## config.mk

```make
export PLATFORM = sky130hd
export DESIGN_NAME = twp_driver
export DESIGN_NICKNAME = d
export VERILOG_FILES = /design/src/twp_pkg.sv /design/src/twp_edge.sv /design/src/twp_prescaler.sv /design/src/twp_driver.sv
export VERILOG_INCLUDE_DIRS = /design/src
export SDC_FILE = /design/constraint.sdc
export NUM_CORES = 1
export LEC_CHECK = 0
export ABC_AREA = 1
export BUFFER_PORTS_ARGS = -buffer_cell sky130_fd_sc_hd__buf_2
export CORE_MARGIN = 1
export CORE_UTILIZATION = 50
export DETAILED_ROUTE_END_ITERATION = 8
export PLACE_DENSITY_LB_ADDON = 0.05
export SYNTH_ARGS = -nofsm -noshare
export SYNTH_HDL_FRONTEND = slang
export SYNTH_HIERARCHICAL = 1
export SYNTH_SLANG_ARGS = --single-unit
```

## constraint.sdc

```tcl
create_clock -name clk_i -period 2.3 [get_ports clk_i]
set_input_delay 0.345 -clock clk_i [delete_from_list [all_inputs] [get_ports clk_i]]
set_output_delay 0.345 -clock clk_i [all_outputs]
set_load 0.05 [all_outputs]
```

## src/twp_params.svh

```systemverilog
// named offsets, bit positions, reset values and codes of the firing driver
`ifndef TWP_PARAMS_SVH
`define TWP_PARAMS_SVH

`define TWP_ADR_W      8
`define TWP_ADR_MODE   8'h00
`define TWP_ADR_WHI    8'h04
`define TWP_ADR_WLO    8'h08
`define TWP_ADR_CNT    8'h0c
`define TWP_ADR_PSL    8'h10
`define TWP_ADR_PSH    8'h14
`define TWP_ADR_GCF    8'h18
`define TWP_ADR_STAT   8'h1c

`define TWP_BIT_POL    0
`define TWP_BIT_PHASE  3
`define TWP_BIT_CLOCK_SOURCE_SELECT   4
`define TWP_BIT_RUN    5
`define TWP_BIT_SECOND_MAINS_SOURCE   6
`define TWP_BIT_REL    7
`define TWP_MASK_HI    5
`define TWP_MASK_LO    3

`define TWP_INT_NONE   3'h0
`define TWP_INT_RISE_A 3'h1
`define TWP_INT_FALL_B 3'h2
`define TWP_INT_BOTH_A 3'h3
`define TWP_INT_PULSE  3'h4

`define TWP_MODE_RST   8'h00
`define TWP_WLO_RST    8'h00
`define TWP_WHI_RST    8'h00
`define TWP_LAST_HALF  4'hf
`define TWP_ONE16      16'h0001
`define TWP_PRE_W      16

`endif

```

## src/twp_pkg.sv

```systemverilog
// types shared by the firing driver modules
`include "twp_params.svh"
package twp_pkg;

    typedef struct packed {
        logic                   cyc;
        logic                   stb;
        logic                   we;
        logic [`TWP_ADR_W-1:0]  adr;
        logic [3:0]             sel;
        logic [31:0]            dat;
    } twp_wb_req_s;

    typedef enum logic [3:0] {
        TWP_IDLE  = 4'h1,
        TWP_DELAY = 4'h2,
        TWP_PULSE = 4'h4,
        TWP_DONE  = 4'h8
    } twp_state_e;

    typedef struct packed {
        logic a_q;
        logic b_q;
    } twp_edge_s;

    typedef struct packed {
        logic [`TWP_PRE_W-1:0] cnt;
    } twp_pre_s;

    typedef struct packed {
        logic [7:0]  mode;
        logic [7:0]  whi;
        logic [7:0]  wlo;
        logic [7:0]  cnt;
        logic [7:0]  psl;
        logic [7:0]  psh;
        logic [7:0]  gcf;
        logic [15:0] width;
        twp_state_e  state;
        logic [7:0]  delay;
        logic [15:0] half;
        logic [3:0]  halves;
        logic        level;
        logic        out;
        logic        irq;
        logic        ack;
        logic [31:0] rdat;
    } twp_core_s;

endpackage

```

## src/twp_edge.sv

```systemverilog
// mains sync edge detector with optional tie of the second input to the first
`timescale 1ns/10ps
`default_nettype none
module twp_edge (
    input  wire logic clk_i,
    input  wire logic rst_i,
    input  wire logic ce_i,
    input  wire logic a_i,
    input  wire logic b_i,
    input  wire logic tie_i,
    output logic      rise_a_o,
    output logic      fall_a_o,
    output logic      fall_b_o
);
    twp_pkg::twp_edge_s s_r;
    twp_pkg::twp_edge_s s_nxt;
    logic               b_eff;

    always_comb begin
        b_eff     = tie_i ? a_i : b_i;
        s_nxt.a_q = a_i;
        s_nxt.b_q = b_eff;
        rise_a_o  = a_i & ~s_r.a_q;
        fall_a_o  = ~a_i & s_r.a_q;
        fall_b_o  = ~b_eff & s_r.b_q;
    end

    always_ff @(posedge clk_i) begin
        if (rst_i) begin
            s_r <= '0;
        end else if (ce_i) begin
            s_r <= s_nxt;
        end
    end
endmodule
`default_nettype wire

```

## src/twp_prescaler.sv

```systemverilog
// divide-by-(N+1) prescaler, restartable at each half-period
`timescale 1ns/10ps
`default_nettype none
`include "twp_params.svh"
module twp_prescaler (
    input  wire logic                  clk_i,
    input  wire logic                  rst_i,
    input  wire logic                  ce_i,
    input  wire logic                  clear_i,
    input  wire logic                  event_i,
    input  wire logic [`TWP_PRE_W-1:0] div_i,
    output logic                       tick_o
);
    twp_pkg::twp_pre_s s_r;
    twp_pkg::twp_pre_s s_nxt;

    always_comb begin
        s_nxt  = s_r;
        tick_o = ~clear_i & event_i & (s_r.cnt == div_i);
        if (clear_i) begin
            s_nxt.cnt = '0;
        end else if (event_i) begin
            s_nxt.cnt = tick_o ? '0 : s_r.cnt + `TWP_ONE16;
        end
    end

    always_ff @(posedge clk_i) begin
        if (rst_i) begin
            s_r <= '0;
        end else if (ce_i) begin
            s_r <= s_nxt;
        end
    end
endmodule
`default_nettype wire

```

## src/twp_driver.sv

```systemverilog
// triac phase-angle firing driver with its wishbone register file
// How it works
// - delay T1 lasts firing count times (prescaler value plus one) master clocks
// - after T1 exactly eight firing pulses go out in this half-period
// - each pulse half lasts pulse width value master clocks
// - width value is sixteen bits, high byte over low byte register
// - high and low halves of every pulse are equal, duty one half
// - new width only taken while peripheral is held in reset
// - mode bit 0 low gives positive pulses, high gives negative
// - irq choice: none, rise a, fall b, both edges a, first pulse
// - zero width keeps output inactive but still raises pulse event after T1
// - events always made inside; three-bit mask field picks the one passed
// - mode bit 3 high picks phase mode, the only mode that runs; bits 2 and 1 unused
// - mode bit 4 picks master clock or mains a as prescaler source
// - mode bit 5 stops or starts the generator
// - mode bit 6 ties mains b to mains a, freeing the b pin
// - mode bit 7 low holds the peripheral in reset
// - mode register and width low byte reset to zero
// - T1 grows in direct proportion to the firing count
`timescale 1ns/10ps
`default_nettype none
`include "twp_params.svh"
module twp_driver (
    input  wire logic                 clk_i,
    input  wire logic                 rst_i,
    input  wire logic                 ce_i,
    input  wire twp_pkg::twp_wb_req_s wb_i,
    output logic                      ack_o,
    output logic [31:0]               dat_o,
    input  wire logic                 mains_sync_a_i,
    input  wire logic                 mains_sync_b_i,
    output logic                      firing_output_o,
    output logic                      irq_o,
    output logic                      second_mains_free_o
);
    twp_pkg::twp_core_s s_r;
    twp_pkg::twp_core_s s_nxt;
    logic               rise_a;
    logic               fall_a;
    logic               fall_b;
    logic               tick;
    logic               sync;
    logic               enabled;
    logic               pulse_evt;
    logic               take;
    logic [2:0]         mask;

    function automatic logic hit(input logic [`TWP_ADR_W-1:0] adr,
                                 input logic [`TWP_ADR_W-1:0] off);
        hit = (adr == off);
    endfunction

    twp_edge u_edge (
        .clk_i    (clk_i),
        .rst_i    (rst_i),
        .ce_i     (ce_i),
        .a_i      (mains_sync_a_i),
        .b_i      (mains_sync_b_i),
        .tie_i    (s_r.mode[`TWP_BIT_SECOND_MAINS_SOURCE]),
        .rise_a_o (rise_a),
        .fall_a_o (fall_a),
        .fall_b_o (fall_b)
    );

    // half-period sync: rise of a, or fall of b (which is fall of a when tied)
    assign sync    = rise_a | fall_b;
    assign enabled = s_r.mode[`TWP_BIT_REL] & s_r.mode[`TWP_BIT_RUN]
                   & s_r.mode[`TWP_BIT_PHASE];
    assign take    = wb_i.cyc & wb_i.stb & ~s_r.ack;
    assign mask    = s_r.gcf[`TWP_MASK_HI:`TWP_MASK_LO];

    twp_prescaler u_pre (
        .clk_i   (clk_i),
        .rst_i   (rst_i),
        .ce_i    (ce_i),
        .clear_i (sync),
        .event_i (s_r.mode[`TWP_BIT_CLOCK_SOURCE_SELECT] ? rise_a : 1'b1),
        .div_i   ({s_r.psh, s_r.psl}),
        .tick_o  (tick)
    );

    always_comb begin
        s_nxt     = s_r;
        pulse_evt = 1'b0;
        s_nxt.ack = take;
        // register writes land on the edge that raises ack
        if (take && wb_i.we && wb_i.sel[0]) begin
            if (hit(wb_i.adr, `TWP_ADR_MODE)) s_nxt.mode = wb_i.dat[7:0];
            if (hit(wb_i.adr, `TWP_ADR_WHI))  s_nxt.whi  = wb_i.dat[7:0];
            if (hit(wb_i.adr, `TWP_ADR_WLO))  s_nxt.wlo  = wb_i.dat[7:0];
            if (hit(wb_i.adr, `TWP_ADR_CNT))  s_nxt.cnt  = wb_i.dat[7:0];
            if (hit(wb_i.adr, `TWP_ADR_PSL))  s_nxt.psl  = wb_i.dat[7:0];
            if (hit(wb_i.adr, `TWP_ADR_PSH))  s_nxt.psh  = wb_i.dat[7:0];
            if (hit(wb_i.adr, `TWP_ADR_GCF))  s_nxt.gcf  = wb_i.dat[7:0];
        end
        s_nxt.rdat = '0;
        if (take) begin
            unique case (wb_i.adr)
                `TWP_ADR_MODE: s_nxt.rdat[7:0] = s_r.mode;
                `TWP_ADR_WHI:  s_nxt.rdat[7:0] = s_r.whi;
                `TWP_ADR_WLO:  s_nxt.rdat[7:0] = s_r.wlo;
                `TWP_ADR_CNT:  s_nxt.rdat[7:0] = s_r.cnt;
                `TWP_ADR_PSL:  s_nxt.rdat[7:0] = s_r.psl;
                `TWP_ADR_PSH:  s_nxt.rdat[7:0] = s_r.psh;
                `TWP_ADR_GCF:  s_nxt.rdat[7:0] = s_r.gcf;
                `TWP_ADR_STAT: s_nxt.rdat[7:0] = {s_r.halves, s_r.state};
                default:       s_nxt.rdat      = '0;
            endcase
        end

        // width is sampled only under peripheral reset so a running train never tears
        if (!s_r.mode[`TWP_BIT_REL]) begin
            s_nxt.width = {s_r.whi, s_r.wlo};
        end

        if (!enabled) begin
            s_nxt.state  = twp_pkg::TWP_IDLE;
            s_nxt.level  = 1'b0;
            s_nxt.halves = '0;
        end else if (sync) begin
            s_nxt.state = twp_pkg::TWP_DELAY;
            s_nxt.delay = s_r.cnt;
            s_nxt.level = 1'b0;
        end else begin
            unique case (s_r.state)
                twp_pkg::TWP_IDLE: begin
                    s_nxt.state = twp_pkg::TWP_IDLE;
                end
                twp_pkg::TWP_DONE: begin
                    s_nxt.state = twp_pkg::TWP_DONE;
                end
                twp_pkg::TWP_DELAY: begin
                    if (s_r.delay == '0) begin
                        pulse_evt    = 1'b1;
                        s_nxt.halves = '0;
                        s_nxt.half   = s_r.width;
                        if (s_r.width == '0) begin
                            s_nxt.state = twp_pkg::TWP_DONE;
                            s_nxt.level = 1'b0;
                        end else begin
                            s_nxt.state = twp_pkg::TWP_PULSE;
                            s_nxt.level = 1'b1;
                        end
                    end else if (tick) begin
                        s_nxt.delay = s_r.delay - 8'h01;
                    end
                end
                twp_pkg::TWP_PULSE: begin
                    if (s_r.half == `TWP_ONE16) begin
                        s_nxt.half   = s_r.width;
                        s_nxt.halves = s_r.halves + 4'h1;
                        s_nxt.level  = ~s_r.level;
                        if (s_r.halves == `TWP_LAST_HALF) begin
                            s_nxt.state = twp_pkg::TWP_DONE;
                            s_nxt.level = 1'b0;
                        end
                    end else begin
                        s_nxt.half = s_r.half - `TWP_ONE16;
                    end
                end
                default: begin
                    s_nxt.state = twp_pkg::TWP_IDLE;
                    s_nxt.level = 1'b0;
                end
            endcase
        end

        // sources all run regardless of mask; only the selection reaches irq
        unique case (mask)
            `TWP_INT_RISE_A: s_nxt.irq = rise_a;
            `TWP_INT_FALL_B: s_nxt.irq = fall_b;
            `TWP_INT_BOTH_A: s_nxt.irq = rise_a | fall_a;
            `TWP_INT_PULSE:  s_nxt.irq = pulse_evt;
            default:         s_nxt.irq = 1'b0;
        endcase
        // polarity acts at once, even mid-pulse
        s_nxt.out = s_nxt.level ^ s_nxt.mode[`TWP_BIT_POL];
    end

    always_ff @(posedge clk_i) begin
        if (rst_i) begin
            s_r       <= '0;
            s_r.mode  <= `TWP_MODE_RST;
            s_r.wlo   <= `TWP_WLO_RST;
            s_r.whi   <= `TWP_WHI_RST;
            s_r.state <= twp_pkg::TWP_IDLE;
        end else if (ce_i) begin
            s_r <= s_nxt;
        end
    end

    assign ack_o               = s_r.ack;
    assign dat_o               = s_r.rdat;
    assign firing_output_o     = s_r.out;
    assign irq_o               = s_r.irq;
    assign second_mains_free_o = s_r.mode[`TWP_BIT_SECOND_MAINS_SOURCE];

    AST_ACK_DROP: assert property (@(posedge clk_i) disable iff (rst_i)
        (ack_o && ce_i) |=> !ack_o)
        else $error("ack held longer than one cycle");
    AST_RESET_VAL: assert property (@(posedge clk_i) disable iff (rst_i)
        $past(rst_i) |-> (s_r.mode == 8'h00 && s_r.wlo == 8'h00 && !firing_output_o))
        else $error("mode or width low not zero after reset");
    AST_POLARITY: assert property (@(posedge clk_i) disable iff (rst_i)
        firing_output_o == (s_r.level ^ s_r.mode[0]))
        else $error("firing output polarity wrong");
    AST_ZERO_WIDTH: assert property (@(posedge clk_i) disable iff (rst_i)
        (s_r.width == 16'h0000) |-> !s_r.level)
        else $error("pulse driven with zero width");
    AST_DISABLED_IDLE: assert property (@(posedge clk_i) disable iff (rst_i)
        (ce_i && (!s_r.mode[7] || !s_r.mode[5] || !s_r.mode[3]))
            |=> (s_r.state == twp_pkg::TWP_IDLE && !s_r.level))
        else $error("generator active while stopped or held");
    AST_PULSE_IRQ: assert property (@(posedge clk_i) disable iff (rst_i)
        ($past(s_r.state) == twp_pkg::TWP_DELAY && $past(ce_i) && $past(!sync)
            && $past(enabled) && $past(mask) == 3'h4
            && s_r.state != twp_pkg::TWP_DELAY) |-> irq_o)
        else $error("first pulse event missing");
    AST_EIGHTH_END: assert property (@(posedge clk_i) disable iff (rst_i)
        (ce_i && enabled && !sync && s_r.state == twp_pkg::TWP_PULSE
            && s_r.halves == 4'hf && s_r.half == 16'h0001)
            |=> (s_r.state == twp_pkg::TWP_DONE && !s_r.level))
        else $error("train not ended after sixteen halves");
    AST_HALF_HOLD: assert property (@(posedge clk_i) disable iff (rst_i)
        (ce_i && enabled && !sync && s_r.state == twp_pkg::TWP_PULSE
            && s_r.half != 16'h0001) |=> $stable(s_r.level))
        else $error("pulse half cut short");
    AST_WIDTH_FROZEN: assert property (@(posedge clk_i) disable iff (rst_i)
        s_r.mode[7] |=> $stable(s_r.width))
        else $error("width changed while peripheral running");
    AST_T1_LOAD: assert property (@(posedge clk_i) disable iff (rst_i)
        (ce_i && enabled && sync) |=> (s_r.state == twp_pkg::TWP_DELAY
            && s_r.delay == $past(s_r.cnt)))
        else $error("delay not reloaded at sync");
endmodule
`default_nettype wire

```

==> reports/qor.txt, run 1 <==
Pleak: 3.88 nW
post-DP HPWL: 16700 um
DRC Markers: 0
GR peak layer: met2
max incr delay on CP: 0.36 ns
number of fill cells: 1552
clock tree root buffer cell: clkbuf_16
synthesized area per cell: 6.78 um2
HP Class: in -> reg
largest net degree at the start of global routing: 45
Reg clk slew, reported paths: 0.06 ns
biggest area consumer among synthesized cells: dfxtp_1
delay-heaviest family, CP: simple AND/OR/NAND/NOR gates
met2 Usage GRT: 47.8%
status: finished clean
largest fanout on the critical path: 9
FF+latch area: 0.00268 mm2
crit-path cells: nand2_1 -> and3_1 -> nor2_2 -> inv_2 -> nor2_1 -> o2111ai_1 -> nor2_1 -> nand2_1 -> nor3_2 -> nand4_1 -> nand2_2 -> inv_1 -> o21ai_0 -> a21oi_1
VDD IR max: 0.540 mV
final hold vios: 0
clock buffer depth: 2
final cycle utilization of the critical path: 92.5%
global-route wire length before repair: 36300 um
fmax: 0.470 GHz
min Tclk post-route: 2.13 ns
placed cell count: 1397
Sw Share: 25.0%
Max Cap Violations: 0
Clock H-tree levels: 4
RSZ-0062 raised after global routing: yes
core box area: 0.0154 mm2
Via density: 5.24
area grow syn2layout: 11.2%
sequential fraction of the synthesis area: 33.7%
die height: 128 um
power share of the clock group: 51.8%
top-count cell post-synth: nand2_1
top post-synthesis cells by area: dfxtp_1, nand2_1, o21ai_0
Critical Path AT: 2.44 ns
I/O Buffers: 36
Post-DRT Antenna Nets: 0
synthesized cell area: 0.00796 mm2
Slew Viols, Final: 0
Ports: 88
routed wire length: 22700 um
area of the multi-input gates: 0.00444 mm2
Worst EP required: 2.61 ns
Fin Setup TNS: 0 ns
post-synth top area share: 33.7%
layout net count: 1263
Die Wd: 128 um
Antenna diodes: 0
Clock Sinks: 134
Pwr Total: 0.00585 W
Die ar.: 0.0164 mm2
Final Setup Violations: 0
Post-CTS Setup Inserts: 0
Comb pwr share: 7.6%
first drt pass iteration count: 5
Critical Path Sink Type: register
worst path bufs/invs: 2
Rows: 45
predominant post-synthesis flop cell: dfxtp_1
met3 Use GR: 4.38%
Synth Instances: 1173
layout cells sized above 1: 16.0%
Synth Warn #: 6
GR Util met1: 37.8%
hold_buf cts: 0
Clk Latency, worst-skew pair: 0.43 ns
initial antenna violation count: 0
top cells by count, synth: nand2_1, nor2_1, dfxtp_1, o21ai_0, a21oi_1
worst setup path class: reg -> reg
GP Congestion: 0.896
power per cell area: 661 mW/mm2
register share of total power: 40.5%
clk_skew: 0.0103 ns
vias in the first global route: 6904
Async S/R FF share, synth: 0%
CTS tree: built
via count: 7494
Slew HR: 61.7%
Psw: 0.00146 W
flops & latches, synth: 134
Final Non-Filler Cells: 1429
worst slew pin tran: 0.570 ns
Initial DRC Count: 558
total CTS buffers: 17
wire length per cell: 15.9 um
number of synthesized flops with an enable pin: 0
fin util: 57.5%
Congestion Overflow GR: 0
Synth cell types: 44
Initial Util: 51.8%
Worst path slowest cell: dfxtp_2
Tot GR Track Use: 28.9%
Pint: 0.00439 W
CP Launch Type: register
-- cell usage in the layout (no fill, tap or decap), drive strengths merged --
cell,n
nand4,18
nand3,65
o21bai,11
buf,56
o21ai,148
conb,24
clkinvlp,3
nand2,251
and3,1
o2111ai,2
nor4,1
a21oi,131
bufinv,4
a21o,1
o211ai,5
mux2i,1
ha,6
inv,120
nor2,181
and2,1
clkinv,6
nor3,9
dfxtp,134
xor2,7
a31oi,4
clkbuf,21
xnor2,6
o31ai,1
-- stage by stage --
| step | instance area (um2) | setup slack (ns) | hold slack [ns] |
|---|---|---|---|
| after floorplan | 8040 | 0.145 | 0.434 |
| after global routing | 8840 | -0.0209 | 0.224 |
| after CTS | 8840 | 0.105 | 0.194 |
| final | 8840 | 0.172 | 0.202 |
| after detailed placement | 8190 | 0.0229 | 0.456 |
| after global placement | 8190 | 0.0409 | 0.452 |
-- tightest hold or removal path: stages --
cell,delay [ns]
buf_2,0.11
inv_1,0.06
a21oi_1,0.06
-- final cells by class --
type / count / area share (%)
multi-input combinational: 874 / 50.2
sequential: 134 / 30.3
clock buffer: 21 / 5.43
inverter: 122 / 5.26
timing repair buffer: 56 / 3.88
tap: 211 / 2.98
clock inverter: 11 / 1.92
-- registers in the layout (all words and copies together) (netlist names) --
signal / cells
second_mains_free_o: 1
s_r: 101
ack_o: 1
dat_o: 8
mask: 3
u_pre/s_r: 16
firing_output_o: 1
irq_o: 1
u_edge/s_r: 2
-- metal layers --
| metal | part of all wire, % | vias up |
|---|---|---|
| met1 | 47 | 3400 |
| met2 | 46 | 199 |
| met4 | 2.6 | 0 |
| met5 | 0 | - |
| met3 | 4.3 | 42 |
| li1 | - | 3853 |
-- power by group through the flow --
stage / combinational, W / clock (W) / sequential, W
global route: 0.000482 / 0.00314 / 0.00237
CTS: 0.000443 / 0.00304 / 0.00237
floorplan: 0.000343 / 0 / 0.00242
detailed placement: 0.000441 / 0 / 0.00242
global placement: 0.000440 / 0 / 0.00242
finish: 0.000447 / 0.00303 / 0.00237
-- cells by family after synthesis --
logic type               share of synthesized area [%]
AO/OA/AOI/OAI                                     20.7
XOR/XNOR                                          1.43
other                                           0.0471
flip-flops                                        33.7
multiplexers                                     0.126
buffers and inverters                             11.6
adder cells (fa/ha/maj)                          0.944
AND/OR/NAND/NOR                                   31.4
-- final timing paths --
kind,startpoint,end,slack (ns),cells after the start
hold reg to reg,dat_o[6],dat_o[6],0.46,2
setup / recovery,second_mains_free_o,s_r[60],0.17,14
setup reg to reg,second_mains_free_o,s_r[60],0.17,14
hold / removal,mains_sync_a_i,u_edge/s_r[1],0.20,3
-- what timing repair did --
| action | CTS | global route |
|---|---|---|
| endpoints found under the hold margin | 0 | 0 |
| setup endpoints to repair | 0 | 6 |
| resized for setup | 0 | 3 |
Power figures use the tool's default switching activity.
==> inputs of run 2 (changes only) <==
--- a/config.mk
+++ b/config.mk
@@ -14,5 +14,4 @@
 export PLACE_DENSITY_LB_ADDON = 0.05
 export SYNTH_ARGS = -nofsm -noshare
 export SYNTH_HDL_FRONTEND = slang
-export SYNTH_HIERARCHICAL = 1
 export SYNTH_SLANG_ARGS = --single-unit
==> run 2 against run 1 <==
  * Clock power shrank 8.3%
  * Sequential share of layout area grew 2.1 points
  * Non-clock buffer count shrank 5
  * Global-route usage shrank 1.1 points
  * Critical path depth shrank 3
  * Count of clock-buffer cells in the layout shrank 2
  * Via count shrank 4.7%
  * Hold slack gained 0.026 ns
  * Register-to-register slack gained 0.08 ns
  * Sequential cell count is the same
  * Synthesized cell count shrank 3.4%
  * Largest cell class unchanged
  * Combinational power shrank 11%
==> reports/qor.txt, run 2 <==
Die Wd: 124 um
status: finished clean
largest net degree at the start of global routing: 52
die height: 124 um
Async S/R FF share, synth: 0%
core box area: 0.0146 mm2
Critical Path AT: 2.42 ns
Worst EP required: 2.67 ns
Slew Viols, Final: 0
layout cells sized above 1: 11.2%
FF-to-FF End: s_r[62]
global-route wire length before repair: 34000 um
most frequent cells in the layout: nand2_1, nor2_1, o21ai_0, dfxtp_1, a21oi_1
predominant post-synthesis flop cell: dfxtp_1
Final Setup Violations: 0
clock buffer depth: 2
RSZ-0062 raised after global routing: no
Clock H-tree levels: 4
Pleak: 3.60 nW
Ports: 88
max reg flops: 101
commonest non-fill, non-tap cell in the layout: nand2_1
CTS tree: built
CP Launch Type: register
vias in the first global route: 6464
top-count cell post-synth: nand2_1
number of synthesized flops with an enable pin: 0
Critical Path Sink Type: register
DRC Markers: 0
cells on worst reg2reg path: 11
routed wire length: 21100 um
final hold vios: 0
Synth cell types: 37
Tot GR Track Use: 27.9%
Fin Setup TNS: 0 ns
Clk Latency, worst-skew pair: 0.43 ns
top post-synthesis cells by area: dfxtp_1, nand2_1, o21ai_0
GP Congestion: 0.887
biggest area consumer among synthesized cells: dfxtp_1
clock tree root buffer cell: clkbuf_16
reg2reg setup slack: 0.25 ns
Synth Warn #: 0
initial antenna violation count: 0
power per cell area: 672 mW/mm2
clk_skew: 0.00829 ns
sequential fraction of the synthesis area: 35.8%
Biggest register: s_r
Die ar.: 0.0155 mm2
Post-CTS Setup Inserts: 0
Synth Instances: 1133
Antenna diodes: 0
min Tclk post-route: 2.05 ns
fmax: 0.487 GHz
flops & latches, synth: 134
Post-DP Area: 0.00766 mm2
worst setup path class: reg -> reg
wire length per cell: 15.6 um
layout net count: 1214
final cycle utilization of the critical path: 89.2%
post-synth top area share: 35.8%
Critical Path Start: s_r[56]
area grow syn2layout: 10.3%
synthesized cell area: 0.00749 mm2
Initial DRC Count: 521
Rows: 44
Reg clk slew, reported paths: 0.06 ns
VDD IR max: 0.548 mV
largest fanout on the critical path: 15
Clock Sinks: 134
first drt pass iteration count: 5
HP Class: in -> reg
end of the critical path: s_r[62]
total CTS buffers: 17
Post-DRT Antenna Nets: 0
Via density: 5.28
I/O Buffers: 36
final instance area: 0.00826 mm2
via count: 7141
synthesized area per cell: 6.61 um2
post-CTS sizing: 0
Congestion Overflow GR: 0
top cells by count, synth: nand2_1, nor2_1, o21ai_0
hold_buf cts: 0
Reg2Reg Launch Point: s_r[56]
Max Cap Violations: 0
post-DP HPWL: 15200 um
Initial Util: 51.3%
[run 2: cell types whose count changed after synthesis, moves of 7 or more]
cell and delta:
o21ai_1 -10, o21bai_1 -7, buf_6 -8, xor2_1 +8, a21oi_2 -15, nor2_2 -9
a21oi_1 +12, buf_4 +7, o21ai_0 +7
[run 2: logic make-up (layout without fill, tap and decap cells)]
kind of cell / count (synthesis) / in the layout / synth area share (%)
AOI/OAI and AO/OA: 285 / 285 / 19.8
xor gates and xnor gates: 20 / 20 / 2.34
adders and majority gates: 7 / 7 / 1.17
buffers and inverters: 183 / 195 / 11.6
DFF: 134 / 134 / 35.8
other: 1 / 24 / 0.0501
and+or+nand+nor: 503 / 503 / 29.1
[run 2: report_power, final]
group	switching [W]	total, W	internal (W)
Combinational	0.000307	0.000396	0.0000891
Sequential	0.0000243	0.00237	0.00234
Clock	0.00112	0.00278	0.00166
[run 2: worst min path at each step]
stage | start | end | slack [ns] | depth (start not counted)
floorplan | rst_i | s_r[65] | 0.41 | 1
global placement | dat_o[3] | dat_o[3] | 0.45 | 2
detailed placement | dat_o[3] | dat_o[3] | 0.46 | 2
CTS | wb_i[7] | s_r[139] | 0.20 | 3
global route | wb_i[7] | s_r[139] | 0.24 | 3
finish | wb_i[7] | s_r[139] | 0.23 | 3
[run 2: cell type report]
class	instances	area, um2
timing repair buffer	51	305
clock buffer	19	453
sequential	134	2680
multi-input combinational	839	4020
clock inverter	13	148
inverter	112	420
tap	184	230
fill	1451	6330
[run 2: worst max-delay path, stage by stage, from the launching register on]
cell and delay (ns):
dfxtp_1 0.35, inv_1 0.10, ha_1 0.20, nand2_1 0.08, inv_1 0.04, nand2_1 0.24
nand2_1 0.21, a21oi_4 0.42, nand2_1 0.13, nand2_1 0.07, nand2_1 0.04, nor2_1 0.09
[run 2: stage by stage]
stage	hold slack (ns)	power, W	worst slack (ns)	cells	util (%)
4_1_cts	0.198	0.00557	0.231	1352	56.6
6_report	0.228	0.00555	0.248	1352	56.6
5_1_grt	0.244	0.00571	0.0406	1352	56.6
2_1_floorplan	0.414	0.00273	0.436	1156	-
3_3_place_gp	0.453	0.00281	0.245	1320	52.5
3_5_place_dp	0.457	0.00281	0.242	1320	52.5
[run 2: layer usage]
layer  share of wire, %  up-vias  global-route usage [%]
li1                   -     3680                       -
met1                 49     3267                    39.1
met2                 44      168                    42.7
met3                4.9       26                    5.54
met4                1.8        0                    8.86
met5                  0        -                       0
